## src/defect_list_regs.svh

```systemverilog
// Constants for the defect list sector reader
`ifndef DEFECT_LIST_REGS_SVH
`define DEFECT_LIST_REGS_SVH
`define ADDR_CTRL        4'h0
`define ADDR_TARGET      4'h1
`define ADDR_STATUS      4'h2
`define ADDR_COUNT       4'h3
`define ADDR_DATE_LO     4'h4
`define ADDR_DATE_HI     4'h5
`define ADDR_ENTRY_HI    4'h6
`define ADDR_ENTRY_LO    4'h7
`define CTRL_START_BIT   0
`define CTRL_NOSPLICE_BIT 1
`define SYNC_BYTE        8'hfe
`define FILL_BYTE        8'hff
`define PAD_BYTE         8'h00
`define FLAG_RSVD_MASK   8'hfc
`define SIZE_256         2'b00
`define SIZE_512         2'b01
`define LEN_256          10'h100
`define LEN_512          10'h200
`define MAX_ENT_256      7'h32
`define MAX_ENT_512      7'h65
`define CYL_FIXED        16'h0fff
`define CYL_MINUS        16'h0008
`define DATE_LEN         4'h6
`define ENTRY_LEN        3'h5
`define HDR_LEN          3'h5
`define CRC_POLY         16'h1021
`define CRC_SEED         16'h0000
`define MONTH_MIN        8'h01
`define MONTH_MAX        8'h0c
`define DAY_MAX          8'h1f
`define YEAR_MIN         8'h52
`endif

```

## src/defect_list_pkg.sv

```systemverilog
// Types shared by the defect list reader
package defect_list_pkg;
  typedef enum logic [3:0] {
    ST_IDLE, ST_HSYNC, ST_HDR, ST_HCRC, ST_DSYNC, ST_DATE, ST_ENTRY,
    ST_FILL, ST_DCRC, ST_DONE
  } rd_state_t;
  typedef struct packed {
    logic [15:0] cylinder;
    logic [15:0] byte_offset;
    logic [7:0]  length;
  } entry_t;
endpackage : defect_list_pkg

```

## src/crc16_ccitt.sv

```systemverilog
// Bytewise CRC-16 with polynomial x^16+x^12+x^5+1, zero seed
`timescale 1ns/1ps
`include "defect_list_regs.svh"
module crc16_ccitt (
  // Clock and reset
  input  wire logic        clock,
  input  wire logic        reset_n,
  // Control
  input  wire logic        clear,
  input  wire logic        byte_valid,
  input  wire logic [7:0]  byte_in,
  // Result
  output logic      [15:0] crc
);
  logic [15:0] crc_reg;
  logic [15:0] crc_next;

  function automatic logic [15:0] crc_step(input logic [15:0] c,
                                           input logic [7:0] d);
    logic [15:0] r;
    r = c;
    for (int i = 7; i >= 0; i--) begin
      if (r[15] ^ d[i]) begin
        r = {r[14:0], 1'b0} ^ `CRC_POLY;
      end else begin
        r = {r[14:0], 1'b0};
      end
    end
    return r;
  endfunction : crc_step

  assign crc_next = clear ? `CRC_SEED :
                    (byte_valid ? crc_step(crc_reg, byte_in) : crc_reg);
  assign crc = crc_reg;

  always_ff @(posedge clock) begin
    if (!reset_n) begin
      crc_reg <= `CRC_SEED;
    end else begin
      crc_reg <= crc_next;
    end
  end
endmodule : crc16_ccitt

```

## src/byte_assembler.sv

```systemverilog
// Deserialises read data, MSB first, into bytes after sync
`timescale 1ns/1ps
`include "defect_list_regs.svh"
module byte_assembler (
  // Clock and reset
  input  wire logic       clock,
  input  wire logic       reset_n,
  // Serial side
  input  wire logic       hunt,
  input  wire logic       bit_valid,
  input  wire logic       bit_in,
  // Byte side
  output logic            sync_found,
  output logic            byte_valid,
  output logic      [7:0] byte_out
);
  logic [7:0] shift_reg;
  logic [7:0] shift_next;
  logic [2:0] cnt_reg;
  logic       framed_reg;
  logic       byte_valid_reg;
  logic [7:0] byte_reg;
  wire        sync_hit;
  wire        byte_done;

  assign shift_next = {shift_reg[6:0], bit_in};
  assign sync_hit   = hunt && bit_valid && shift_next == `SYNC_BYTE;
  assign byte_done  = !hunt && framed_reg && bit_valid && cnt_reg == 3'h7;
  assign sync_found = byte_valid_reg && hunt;
  assign byte_valid = byte_valid_reg;
  assign byte_out   = byte_reg;

  always_ff @(posedge clock) begin
    if (!reset_n) begin
      shift_reg      <= 8'h00;
      cnt_reg        <= 3'h0;
      framed_reg     <= 1'b0;
      byte_valid_reg <= 1'b0;
      byte_reg       <= 8'h00;
    end else begin
      byte_valid_reg <= sync_hit || byte_done;
      if (bit_valid) begin
        shift_reg <= shift_next;
        cnt_reg   <= (sync_hit || !framed_reg) ? 3'h0 : cnt_reg + 3'h1;
      end
      if (sync_hit) begin
        framed_reg <= 1'b1;
        byte_reg   <= shift_next;
      end else if (hunt && !byte_valid_reg) begin
        // Keep framing through the sync byte's own valid cycle
        framed_reg <= 1'b0;
      end
      if (byte_done) begin
        byte_reg  <= shift_next;
        // Stale bits must not fake a sync at the next hunt
        shift_reg <= 8'h00;
      end
    end
  end
endmodule : byte_assembler

```

## src/defect_list_reader.sv

```systemverilog
// Controller that reads and parses a drive's defect list sector
`timescale 1ns/1ps
`include "defect_list_regs.svh"
module defect_list_reader
  import defect_list_pkg::*;
#(
  parameter int MAX_CYL_W = 16
) (
  // Clock and reset
  input  wire logic        clock,
  input  wire logic        reset_n,
  // Software register port
  input  wire logic [3:0]  reg_addr,
  input  wire logic [31:0] reg_wdata,
  input  wire logic        reg_write,
  input  wire logic        reg_read,
  output logic      [31:0] reg_rdata,
  // Drive read path
  input  wire logic        read_clock_tick,
  input  wire logic        read_data,
  output logic             read_gate,
  output logic             zone0_select,
  // Decoded entry stream
  output logic             entry_valid,
  output entry_t           entry_data
);
  // ------------------------------------------------------------
  // Registers
  // ------------------------------------------------------------
  rd_state_t   state_reg, state_next;
  logic [15:0] max_cyl_reg;
  logic [1:0]  which_cyl_reg;
  logic [7:0]  head_reg;
  logic        nosplice_reg;
  logic        busy_reg;
  logic        hdr_err_reg, crc_err_reg, hcrc_err_reg, full_reg, done_reg;
  logic        date_err_reg;
  logic [9:0]  pos_reg;
  logic [9:0]  size_reg;
  logic [6:0]  count_reg;
  logic [6:0]  max_ent_reg;
  logic [47:0] date_reg;
  logic [39:0] acc_reg;
  logic [2:0]  sub_reg;
  logic        entry_valid_reg;
  entry_t      entry_reg;
  logic [15:0] hdr_cyl_reg;
  logic [31:0] rdata_reg;
  logic [15:0] crc_hold_reg;

  // ------------------------------------------------------------
  // Byte path and CRC
  // ------------------------------------------------------------
  wire        hunt = state_reg == ST_HSYNC || state_reg == ST_DSYNC;
  wire        sync_found;
  wire        bvalid;
  wire [7:0]  bdata;
  wire [15:0] crc;
  wire        crc_clear = state_reg == ST_IDLE || state_reg == ST_HCRC &&
                          bvalid && pos_reg == 10'h1;

  byte_assembler u_bytes (
    .clock      (clock),
    .reset_n    (reset_n),
    .hunt       (hunt),
    .bit_valid  (read_clock_tick),
    .bit_in     (read_data),
    .sync_found (sync_found),
    .byte_valid (bvalid),
    .byte_out   (bdata)
  );

  crc16_ccitt u_crc (
    .clock      (clock),
    .reset_n    (reset_n),
    .clear      (crc_clear),
    .byte_valid (bvalid),
    .byte_in    (bdata),
    .crc        (crc)
  );

  // ------------------------------------------------------------
  // Decode
  // ------------------------------------------------------------
  wire start_wr = reg_write && reg_addr == `ADDR_CTRL &&
                  reg_wdata[`CTRL_START_BIT];
  wire [15:0] target_cyl = which_cyl_reg == 2'h0 ? max_cyl_reg :
                           which_cyl_reg == 2'h1 ?
                           max_cyl_reg - `CYL_MINUS : `CYL_FIXED;
  wire flag_bad  = (bdata & `FLAG_RSVD_MASK) != 8'h00 ||
                   bdata[1:0] > `SIZE_512;
  wire [9:0] flag_size = bdata[1:0] == `SIZE_512 ?
                         `LEN_512 : `LEN_256;
  wire [6:0] flag_max  = bdata[1:0] == `SIZE_512 ?
                         `MAX_ENT_512 : `MAX_ENT_256;
  // Field size counts the date record, which pos_reg skips
  wire end_of_field = pos_reg ==
                      size_reg - {6'h0, `DATE_LEN} - 10'h1;
  wire [39:0] acc_next = {acc_reg[31:0], bdata};
  wire all_ff = acc_next == {5{`FILL_BYTE}};
  // Computed check word against the two received check bytes
  wire crc_match = crc_hold_reg == {acc_reg[7:0], bdata};
  wire date_bad = date_reg[47:40] < `MONTH_MIN ||
                  date_reg[47:40] > `MONTH_MAX ||
                  date_reg[39:32] > `DAY_MAX ||
                  date_reg[31:24] < `YEAR_MIN;

  // ------------------------------------------------------------
  // State machine
  // ------------------------------------------------------------
  always_comb begin
    state_next = state_reg;
    unique case (state_reg)
      ST_IDLE:  if (start_wr) state_next = ST_HSYNC;
      ST_HSYNC: if (sync_found) state_next = ST_HDR;
      ST_HDR:   if (bvalid && pos_reg == {7'h0, `HDR_LEN} - 10'h1)
                  state_next = ST_HCRC;
      ST_HCRC:  if (bvalid && pos_reg == 10'h1) state_next = ST_DSYNC;
      ST_DSYNC: if (sync_found) state_next = ST_DATE;
      ST_DATE:  if (bvalid && pos_reg == {6'h0, `DATE_LEN} - 10'h1)
                  state_next = ST_ENTRY;
      ST_ENTRY: if (bvalid && end_of_field) state_next = ST_DCRC;
                else if (bvalid && sub_reg == `ENTRY_LEN - 3'h1 &&
                         (all_ff || count_reg == max_ent_reg))
                  state_next = ST_FILL;
      ST_FILL:  if (bvalid && end_of_field) state_next = ST_DCRC;
      ST_DCRC:  if (bvalid && pos_reg == 10'h1) state_next = ST_DONE;
      ST_DONE:  state_next = ST_IDLE;
    endcase
  end

  // ------------------------------------------------------------
  // Sequencing
  // ------------------------------------------------------------
  always_ff @(posedge clock) begin
    if (!reset_n) begin
      state_reg <= ST_IDLE;
      pos_reg <= 10'h0;
      sub_reg <= 3'h0;
      acc_reg <= 40'h0;
    end else begin
      state_reg <= state_next;
      // Fill keeps counting toward the end of the field
      if (state_next != state_reg && state_next != ST_FILL) begin
        pos_reg <= 10'h0;
        sub_reg <= 3'h0;
      end else if (bvalid) begin
        pos_reg <= pos_reg + 10'h1;
        sub_reg <= sub_reg == `ENTRY_LEN - 3'h1 ? 3'h0 : sub_reg + 3'h1;
      end
      if (bvalid) acc_reg <= acc_next;
    end
  end

  // ------------------------------------------------------------
  // Parse results
  // ------------------------------------------------------------
  always_ff @(posedge clock) begin
    if (!reset_n) begin
      size_reg <= `LEN_256;
      max_ent_reg <= `MAX_ENT_256;
      hdr_err_reg <= 1'b0;
      hcrc_err_reg <= 1'b0;
      crc_err_reg <= 1'b0;
      full_reg <= 1'b0;
      date_err_reg <= 1'b0;
      count_reg <= 7'h0;
      date_reg <= 48'h0;
      hdr_cyl_reg <= 16'h0;
      crc_hold_reg <= 16'h0;
      entry_valid_reg <= 1'b0;
      entry_reg <= '0;
    end else begin
      entry_valid_reg <= 1'b0;
      if (state_reg == ST_IDLE && start_wr) begin
        hdr_err_reg <= 1'b0;
        hcrc_err_reg <= 1'b0;
        crc_err_reg <= 1'b0;
        full_reg <= 1'b0;
        date_err_reg <= 1'b0;
        count_reg <= 7'h0;
      end
      if (state_reg == ST_HDR && bvalid) begin
        unique case (pos_reg[2:0])
          3'h0: hdr_cyl_reg[15:8] <= bdata;
          3'h1: hdr_cyl_reg[7:0] <= bdata;
          3'h2: if (bdata != head_reg) hdr_err_reg <= 1'b1;
          3'h3: if (bdata != 8'h00) hdr_err_reg <= 1'b1;
          default: begin
            if (flag_bad || hdr_cyl_reg != target_cyl) hdr_err_reg <= 1'b1;
            size_reg <= flag_size;
            max_ent_reg <= flag_max;
          end
        endcase
      end
      if ((state_reg == ST_HCRC || state_reg == ST_DCRC) && bvalid &&
          pos_reg == 10'h0) begin
        crc_hold_reg <= crc;
      end
      if (state_reg == ST_HCRC && state_next == ST_DSYNC &&
          !crc_match) begin
        hcrc_err_reg <= 1'b1;
      end
      if (state_reg == ST_DCRC && state_next == ST_DONE &&
          !crc_match) begin
        crc_err_reg <= 1'b1;
      end
      if (state_reg == ST_DCRC) begin
        date_err_reg <= date_bad;
      end
      if (state_reg == ST_DATE && bvalid) begin
        date_reg <= {date_reg[39:0], bdata};
      end
      if (state_reg == ST_ENTRY && bvalid && sub_reg == `ENTRY_LEN - 3'h1 &&
          !all_ff) begin
        if (count_reg == max_ent_reg) begin
          full_reg <= 1'b1;
        end else begin
          entry_valid_reg <= 1'b1;
          entry_reg <= acc_next;
          count_reg <= count_reg + 7'h1;
        end
      end
    end
  end

  // ------------------------------------------------------------
  // Software registers
  // ------------------------------------------------------------
  wire done_set = state_reg == ST_DONE;
  wire [31:0] status_word = {24'h0, date_err_reg, full_reg, crc_err_reg,
                             hcrc_err_reg, hdr_err_reg, 1'b0, done_reg,
                             busy_reg};
  wire [31:0] rd_mux =
    reg_addr == `ADDR_CTRL    ? {30'h0, nosplice_reg, 1'b0} :
    reg_addr == `ADDR_TARGET  ? {6'h0, which_cyl_reg, head_reg, max_cyl_reg} :
    reg_addr == `ADDR_STATUS  ? status_word :
    reg_addr == `ADDR_COUNT   ? {6'h0, size_reg, 9'h0, count_reg} :
    reg_addr == `ADDR_DATE_LO ? date_reg[31:0] :
    reg_addr == `ADDR_DATE_HI ? {16'h0, date_reg[47:32]} :
    reg_addr == `ADDR_ENTRY_HI ? {24'h0, entry_reg.length} :
    reg_addr == `ADDR_ENTRY_LO ? {entry_reg.cylinder, entry_reg.byte_offset} :
    32'h0;

  always_ff @(posedge clock) begin
    if (!reset_n) begin
      max_cyl_reg <= 16'h0;
      which_cyl_reg <= 2'h0;
      head_reg <= 8'h0;
      nosplice_reg <= 1'b0;
      busy_reg <= 1'b0;
      done_reg <= 1'b0;
      rdata_reg <= 32'h0;
    end else begin
      if (reg_write && reg_addr == `ADDR_TARGET && state_reg == ST_IDLE) begin
        max_cyl_reg <= reg_wdata[15:0];
        head_reg <= reg_wdata[23:16];
        which_cyl_reg <= reg_wdata[25:24];
      end
      if (reg_write && reg_addr == `ADDR_CTRL && state_reg == ST_IDLE) begin
        nosplice_reg <= reg_wdata[`CTRL_NOSPLICE_BIT];
      end
      busy_reg <= state_next != ST_IDLE;
      if (done_set) begin
        done_reg <= 1'b1;
      end else if (reg_read && reg_addr == `ADDR_STATUS) begin
        done_reg <= 1'b0;
      end
      rdata_reg <= reg_read ? rd_mux : 32'h0;
    end
  end

  // ------------------------------------------------------------
  // Outputs
  // ------------------------------------------------------------
  assign reg_rdata = rdata_reg;
  assign read_gate = state_reg != ST_IDLE && state_reg != ST_DONE;
  assign zone0_select = busy_reg;
  assign entry_valid = entry_valid_reg;
  assign entry_data = entry_reg;
endmodule : defect_list_reader

```

## config.mk

```make
export PLATFORM = sky130hd
export DESIGN_NAME = defect_list_reader
export DESIGN_NICKNAME = d
export VERILOG_FILES = /design/src/defect_list_pkg.sv /design/src/crc16_ccitt.sv /design/src/byte_assembler.sv /design/src/defect_list_reader.sv
export VERILOG_INCLUDE_DIRS = /design/src
export SDC_FILE = /design/constraint.sdc
export NUM_CORES = 1
export LEC_CHECK = 0
export BUFFER_PORTS_ARGS = -buffer_cell sky130_fd_sc_hd__buf_2
export CORE_UTILIZATION = 59
export DETAILED_ROUTE_END_ITERATION = 6
export GPL_ROUTABILITY_DRIVEN = 0
export PLACE_DENSITY = 0.86
export REMOVE_ABC_BUFFERS = 1
export SLEW_MARGIN = 40
export SYNTH_ARGS = -nofsm -noshare
export SYNTH_HDL_FRONTEND = slang
export SYNTH_SLANG_ARGS = --single-unit
```

## constraint.sdc

```tcl
create_clock -name clock -period 3.35 [get_ports clock]
set_clock_uncertainty 0.15 [all_clocks]
set_input_delay 0 -clock clock [delete_from_list [all_inputs] [get_ports clock]]
set_output_delay 0 -clock clock [all_outputs]
set_load 0.02 [all_outputs]
```

# After elaboration in Yosys (flattened, before gate mapping)
# Index checks and enable logic that the tools add are counted.
# word_totals
regBits	296
input_bits	42
output_inout_bits	75
# classes
n_addsub	7
magnitude_cmp	5
eq_ne	38
n_mux	56
n_bitwise	20
reduce_logical	79
# ops
cell	n
32-bit 2-to-1 mux	4
13-bit 2-to-1 mux	8
26-bit 2-to-1 mux	3
40-bit equality test, second input constant	1
4-bit 2-to-1 mux	10
4-bit one-hot mux with 10 select lines	1
4-bit by 3-bit equality test with 1-bit output, second input constant	9
1-bit logical AND	35
16-bit 2-to-1 mux	2
7-bit 2-to-1 mux	4
3-bit inverter	8
10-bit by 3-bit equality test with 1-bit output, second input constant	2
1-bit 2-to-1 mux	17
16-bit equality test	1
4-bit by 2-bit equality test with 1-bit output, second input constant	4
8-bit 2-to-1 mux	2
16-bit inequality test	1
8-bit nonzero test	2
16-bit by 4-bit subtractor with 16-bit output, second input constant	1
4-bit equality test, second input constant	3
2-bit AND reduction	6
2-bit nonzero test	6
1-bit logical OR	11
10-bit by 1-bit adder with 10-bit output, second input constant	1
other kinds (38)	63

# Logic depth before layout (Yosys ltp)
# depth
ltp_word	16
ltp_mapped	11
ltp_nobuf	9

# By module
# From an unflattened synthesis, not the netlist that was laid out.
# unflattened
cells_unflattened	1514
area_unflattened_um2	12743.5
# by_module_without_submodules
mod	instances	cells_each	area_each_um2
defect_list_reader	1	1346	10903.0
crc16_ccitt	1	79	964.7
byte_assembler	1	89	875.8

# Least setup slack after synthesis
# No wires, ideal clock.
# synth_timing
kind	flip-flop to flip-flop
from	reg which_cyl_reg[0]
to	reg hdr_err_reg
setup_ns	0.122
arrival_time_ns	2.324
t_required_ns	3.078
slack_ns	0.755
path_stages_with_launch	9
n_path_buf	1
path_cell_list	dfxtp_1 > buf_6 > or4b_4 > o31a_1 > or3_1 > xor2_1 > a2111oi_4 > nand4_1 > o311a_1
# synth_between
elab_chain_cells	8
elab_cells_between_ends	9
cone_classes	eq/ne: 2; mux: 5; reduce/logical: 2
# synth_lines
item	line	rtl
start, declared	defect_list_reader.sv:32	logic [1:0] which_cyl_reg;
start signal, assigned	defect_list_reader.sv:258	which_cyl_reg <= reg_wdata[25:24];
2-bit by 1-bit equality test with 1-bit output	defect_list_reader.sv:88	which_cyl_reg == 2'h1 ?
16-bit 2-to-1 mux (no line)	n/a	
16-bit 2-to-1 mux (no line) *	n/a	
16-bit inequality test *	defect_list_reader.sv:190	if (flag_bad || hdr_cyl_reg != target_cyl) hdr_err_reg <= 1'b1;
1-bit logical OR *	defect_list_reader.sv:190	
1-bit 2-to-1 mux *	defect_list_reader.sv:190	
1-bit one-hot mux with 3 select lines *	defect_list_reader.sv:184	unique case (pos_reg[2:0])
1-bit 2-to-1 mux *	defect_list_reader.sv:183	if (state_reg == ST_HDR && bvalid) begin
end signal, assigned	defect_list_reader.sv:187	3'h2: if (bdata != head_reg) hdr_err_reg <= 1'b1;
end signal, assigned	defect_list_reader.sv:188	3'h3: if (bdata != 8'h00) hdr_err_reg <= 1'b1;
end signal, assigned	defect_list_reader.sv:190	
end, declared	defect_list_reader.sv:36	logic hdr_err_reg, crc_err_reg, hcrc_err_reg, full_reg, done_reg;
# Mark *: on every way between the ends. The rest lies on a longest branch, timed or not.
# A chain may end at the register's enable or synchronous reset.

# Worst setup path in the final report
# Ends and elaborated chain as after synthesis.

==> reports/qor.yml <==
status: "finished, violations left"
violations: "design-rule violations"
synth.area.top_cells: "dfxtp_1, mux2i_1, nand2_1"
worstSetupStartpointType: "flop"
synthFlopType: "dfxtp_1"
pwr-share-seq_pct: 50.2
crit_chain: "or4b_4 -> o31a_1 -> or3_1 -> xor2_1 -> a2111oi_4 -> nand4_1 -> o311a_1"
end_kind: "flop"
yosys-top-cells-count: "dfxtp_1, nand2_1, nor2_1, a21oi_1, mux2i_1"
synth_edf_count: 0
post-cts-setup-buffer-count: 0
rsz0062_at_grt: "no"
tns_ns: 0
vias: 11514
final_nets: 1628
p_leak_nw: 5.84
vias_per_cell: 6.17
grt_max_degree: 207
die_h_um: 147
cts.path.max_buffers: 3
grt_overflow_total: 0
power.total_w: 0.00668
p_comb_share_pct: 3.4
grt_pass1_vias: 11009
first_pass_iters: 7
cts_made_buffers: 28
drv_cap: 0
worstPathRequired_ns: 3.63
clock-sinks: 281
grt_pass1_wl_um: 57200
power.net_switching_w: 0.00146
n_antenna_cell: 0
drt-initial-drc-count: 1479
worst_slew_pin_slew_ns: 0.801
routed_wl_um: 36700
yosysWarnings: 0
root_buffer: "clkbuf_16"
cp_slowest_cell: "dfxtp_1"
start_util_pct: 60.8
largest_register_ffs: 48
cts_resized: 0
fmax_ghz: 0.329
max_stage_delay_ns: 0.59
setup_violations: 0
dp.cells: 1755
syn2layout_area_growth_pct: 18.8
holdWs_ns: 0.0333
ys_seq_area_share_pct: 45.3
cp_max_fo: 10
min_period_ns: 3.04
antenna_found_initial: 0
vdd_drop_max_mv: 0.298
p_int_w: 0.00522
die_w_um: 147
wire_per_inst_um: 19.7
synth_top_area_cell: "dfxtp_1"
clkPwrFrac_pct: 46.3
hold_viol: 0
die_area_um2: 21600
layout-drive-gt1-share_pct: 13.3
gr-usage-all-layers_pct: 33.0
avgSynthCellArea_um2: 8.60
hpwl_um: 23300
clk_latency_ns: 0.54
synth_top_area_share_pct: 45.3
tritoncts: "yes"
drtAntennaViolNets: 0
relSlewSlack_pct: 46.5
fin_crit_sh_pct: 90.8
synth_most_common_cell: "dfxtp_1"
design.core.area_um2: 20400
switching_share_pct: 21.9
critPathArrivalTime_ns: 3.32
io_pins: 117
ys_types: 71
synthCells: 1444
drc: 1
hold_class: "in -> reg"
slew_viol_final: 0
post-route-util_pct: 72.2
syn-cell-area_um2: 12400
num_rows: 52
io_buffer_count: 110
cts_max_level: 1
critPathKind: "reg -> reg"
clk_pin_slew_ns: 0.06
instances_no_fill: 1866
pwr_density_cell_nw_per_um2: 453
synthArstFlopShare_pct: 0
ys_ff_latch: 281
==> layout make-up <==
class	count	area, µm²
tap	270	338
fill	1372	5680
multi-input combinational	1040	6330
clock inverter	12	90.1
inverter	21	83.8
timing repair buffer	203	1450
sequential	281	5630
clock buffer	39	823
==> layout by cell type (no fill, tap or decap), drive strengths merged, types with 6 or more instances in the layout <==
| cell | instances |
|---|---|
| a21oi | 133 |
| nor4 | 16 |
| a22oi | 35 |
| a211oi | 12 |
| nand3b | 9 |
| clkinv | 9 |
| o21ai | 17 |
| nor4b | 9 |
| dlygate4sd3 | 59 |
| inv | 21 |
| or3 | 8 |
| ha | 11 |
| a221oi | 8 |
| nand3 | 21 |
| clkbuf | 39 |
| a31oi | 11 |
| nand4 | 30 |
| nand2 | 213 |
| nor2b | 6 |
| nor2 | 197 |
| mux2i | 121 |
| buf | 144 |
| dfxtp | 281 |
| nor3 | 14 |
| xor2 | 29 |
| nand2b | 17 |
| a222oi | 9 |
| xnor2 | 51 |
==> kinds of logic after synthesis <==
family / share of synthesized area [%]
buffers and inverters: 3.93
AO/OA/AOI/OAI: 13.4
multiplexers: 10.0
XOR/XNOR: 5.64
flip-flops: 45.3
adder cells (fa/ha/maj): 1.11
AND/OR/NAND/NOR: 20.6
==> path summary, 6_finish.rpt <==
check	startpoint	endpoint	slack (ns)	cells after the start
setup / recovery	which_cyl_reg[0]$_SDFFE_PN0P_	hdr_err_reg$_SDFF_PN0_	0.31	7
hold / removal	reg_addr[0]	reg_rdata[2]$_SDFF_PP0_	0.03	5
setup reg to reg	which_cyl_reg[0]$_SDFFE_PN0P_	hdr_err_reg$_SDFF_PN0_	0.31	7
hold reg to reg	crc_hold_reg[5]$_SDFFE_PN0P_	crc_hold_reg[5]$_SDFFE_PN0P_	0.32	2
==> layer usage <==
metal	track usage (%)	wire length, µm	up-vias	part of all wire, %
met5	0	0	-	0
met4	18.1	2080	0	5.7
met3	5.53	3580	174	9.8
met2	55.9	17400	673	47
met1	39.9	13700	5402	37
li1	-	-	5265	-
==> power by group through the flow <==
| stage | Combinational, W | Sequential (W) | Clock [W] |
|---|---|---|---|
| 2_1_floorplan | 0.0000939 | 0.00343 | 0 |
| 3_3_place_gp | 0.000175 | 0.00343 | 0 |
| 3_5_place_dp | 0.000177 | 0.00343 | 0 |
| 4_1_cts | 0.000214 | 0.00336 | 0.00309 |
| 5_1_grt | 0.000242 | 0.00336 | 0.00325 |
| 6_report | 0.000229 | 0.00336 | 0.00310 |
==> repair_timing <==
item	CTS	global route
hold endpoints to repair	86	0
hold buffers	59	0
setup endpoints to repair	0	0
==> through the flow <==
stage	cell area (µm²)	worst slack [ns]
2_1_floorplan	12000	-3.41
3_3_place_gp	13200	0.459
3_5_place_dp	13200	0.422
4_1_cts	14700	0.378
5_1_grt	14700	0.117
6_report	14700	0.309
==> worst max-delay path, delay by kind of cell (launching register included) <==
kind                      cells  cell delay (ns)
AOI/OAI and AO/OA             3             0.89
xor gates and xnor gates      1             0.21
DFF                           1             0.59
and+or+nand+nor               3             1.07
No activity file was read; power rests on OpenSTA's default activity.
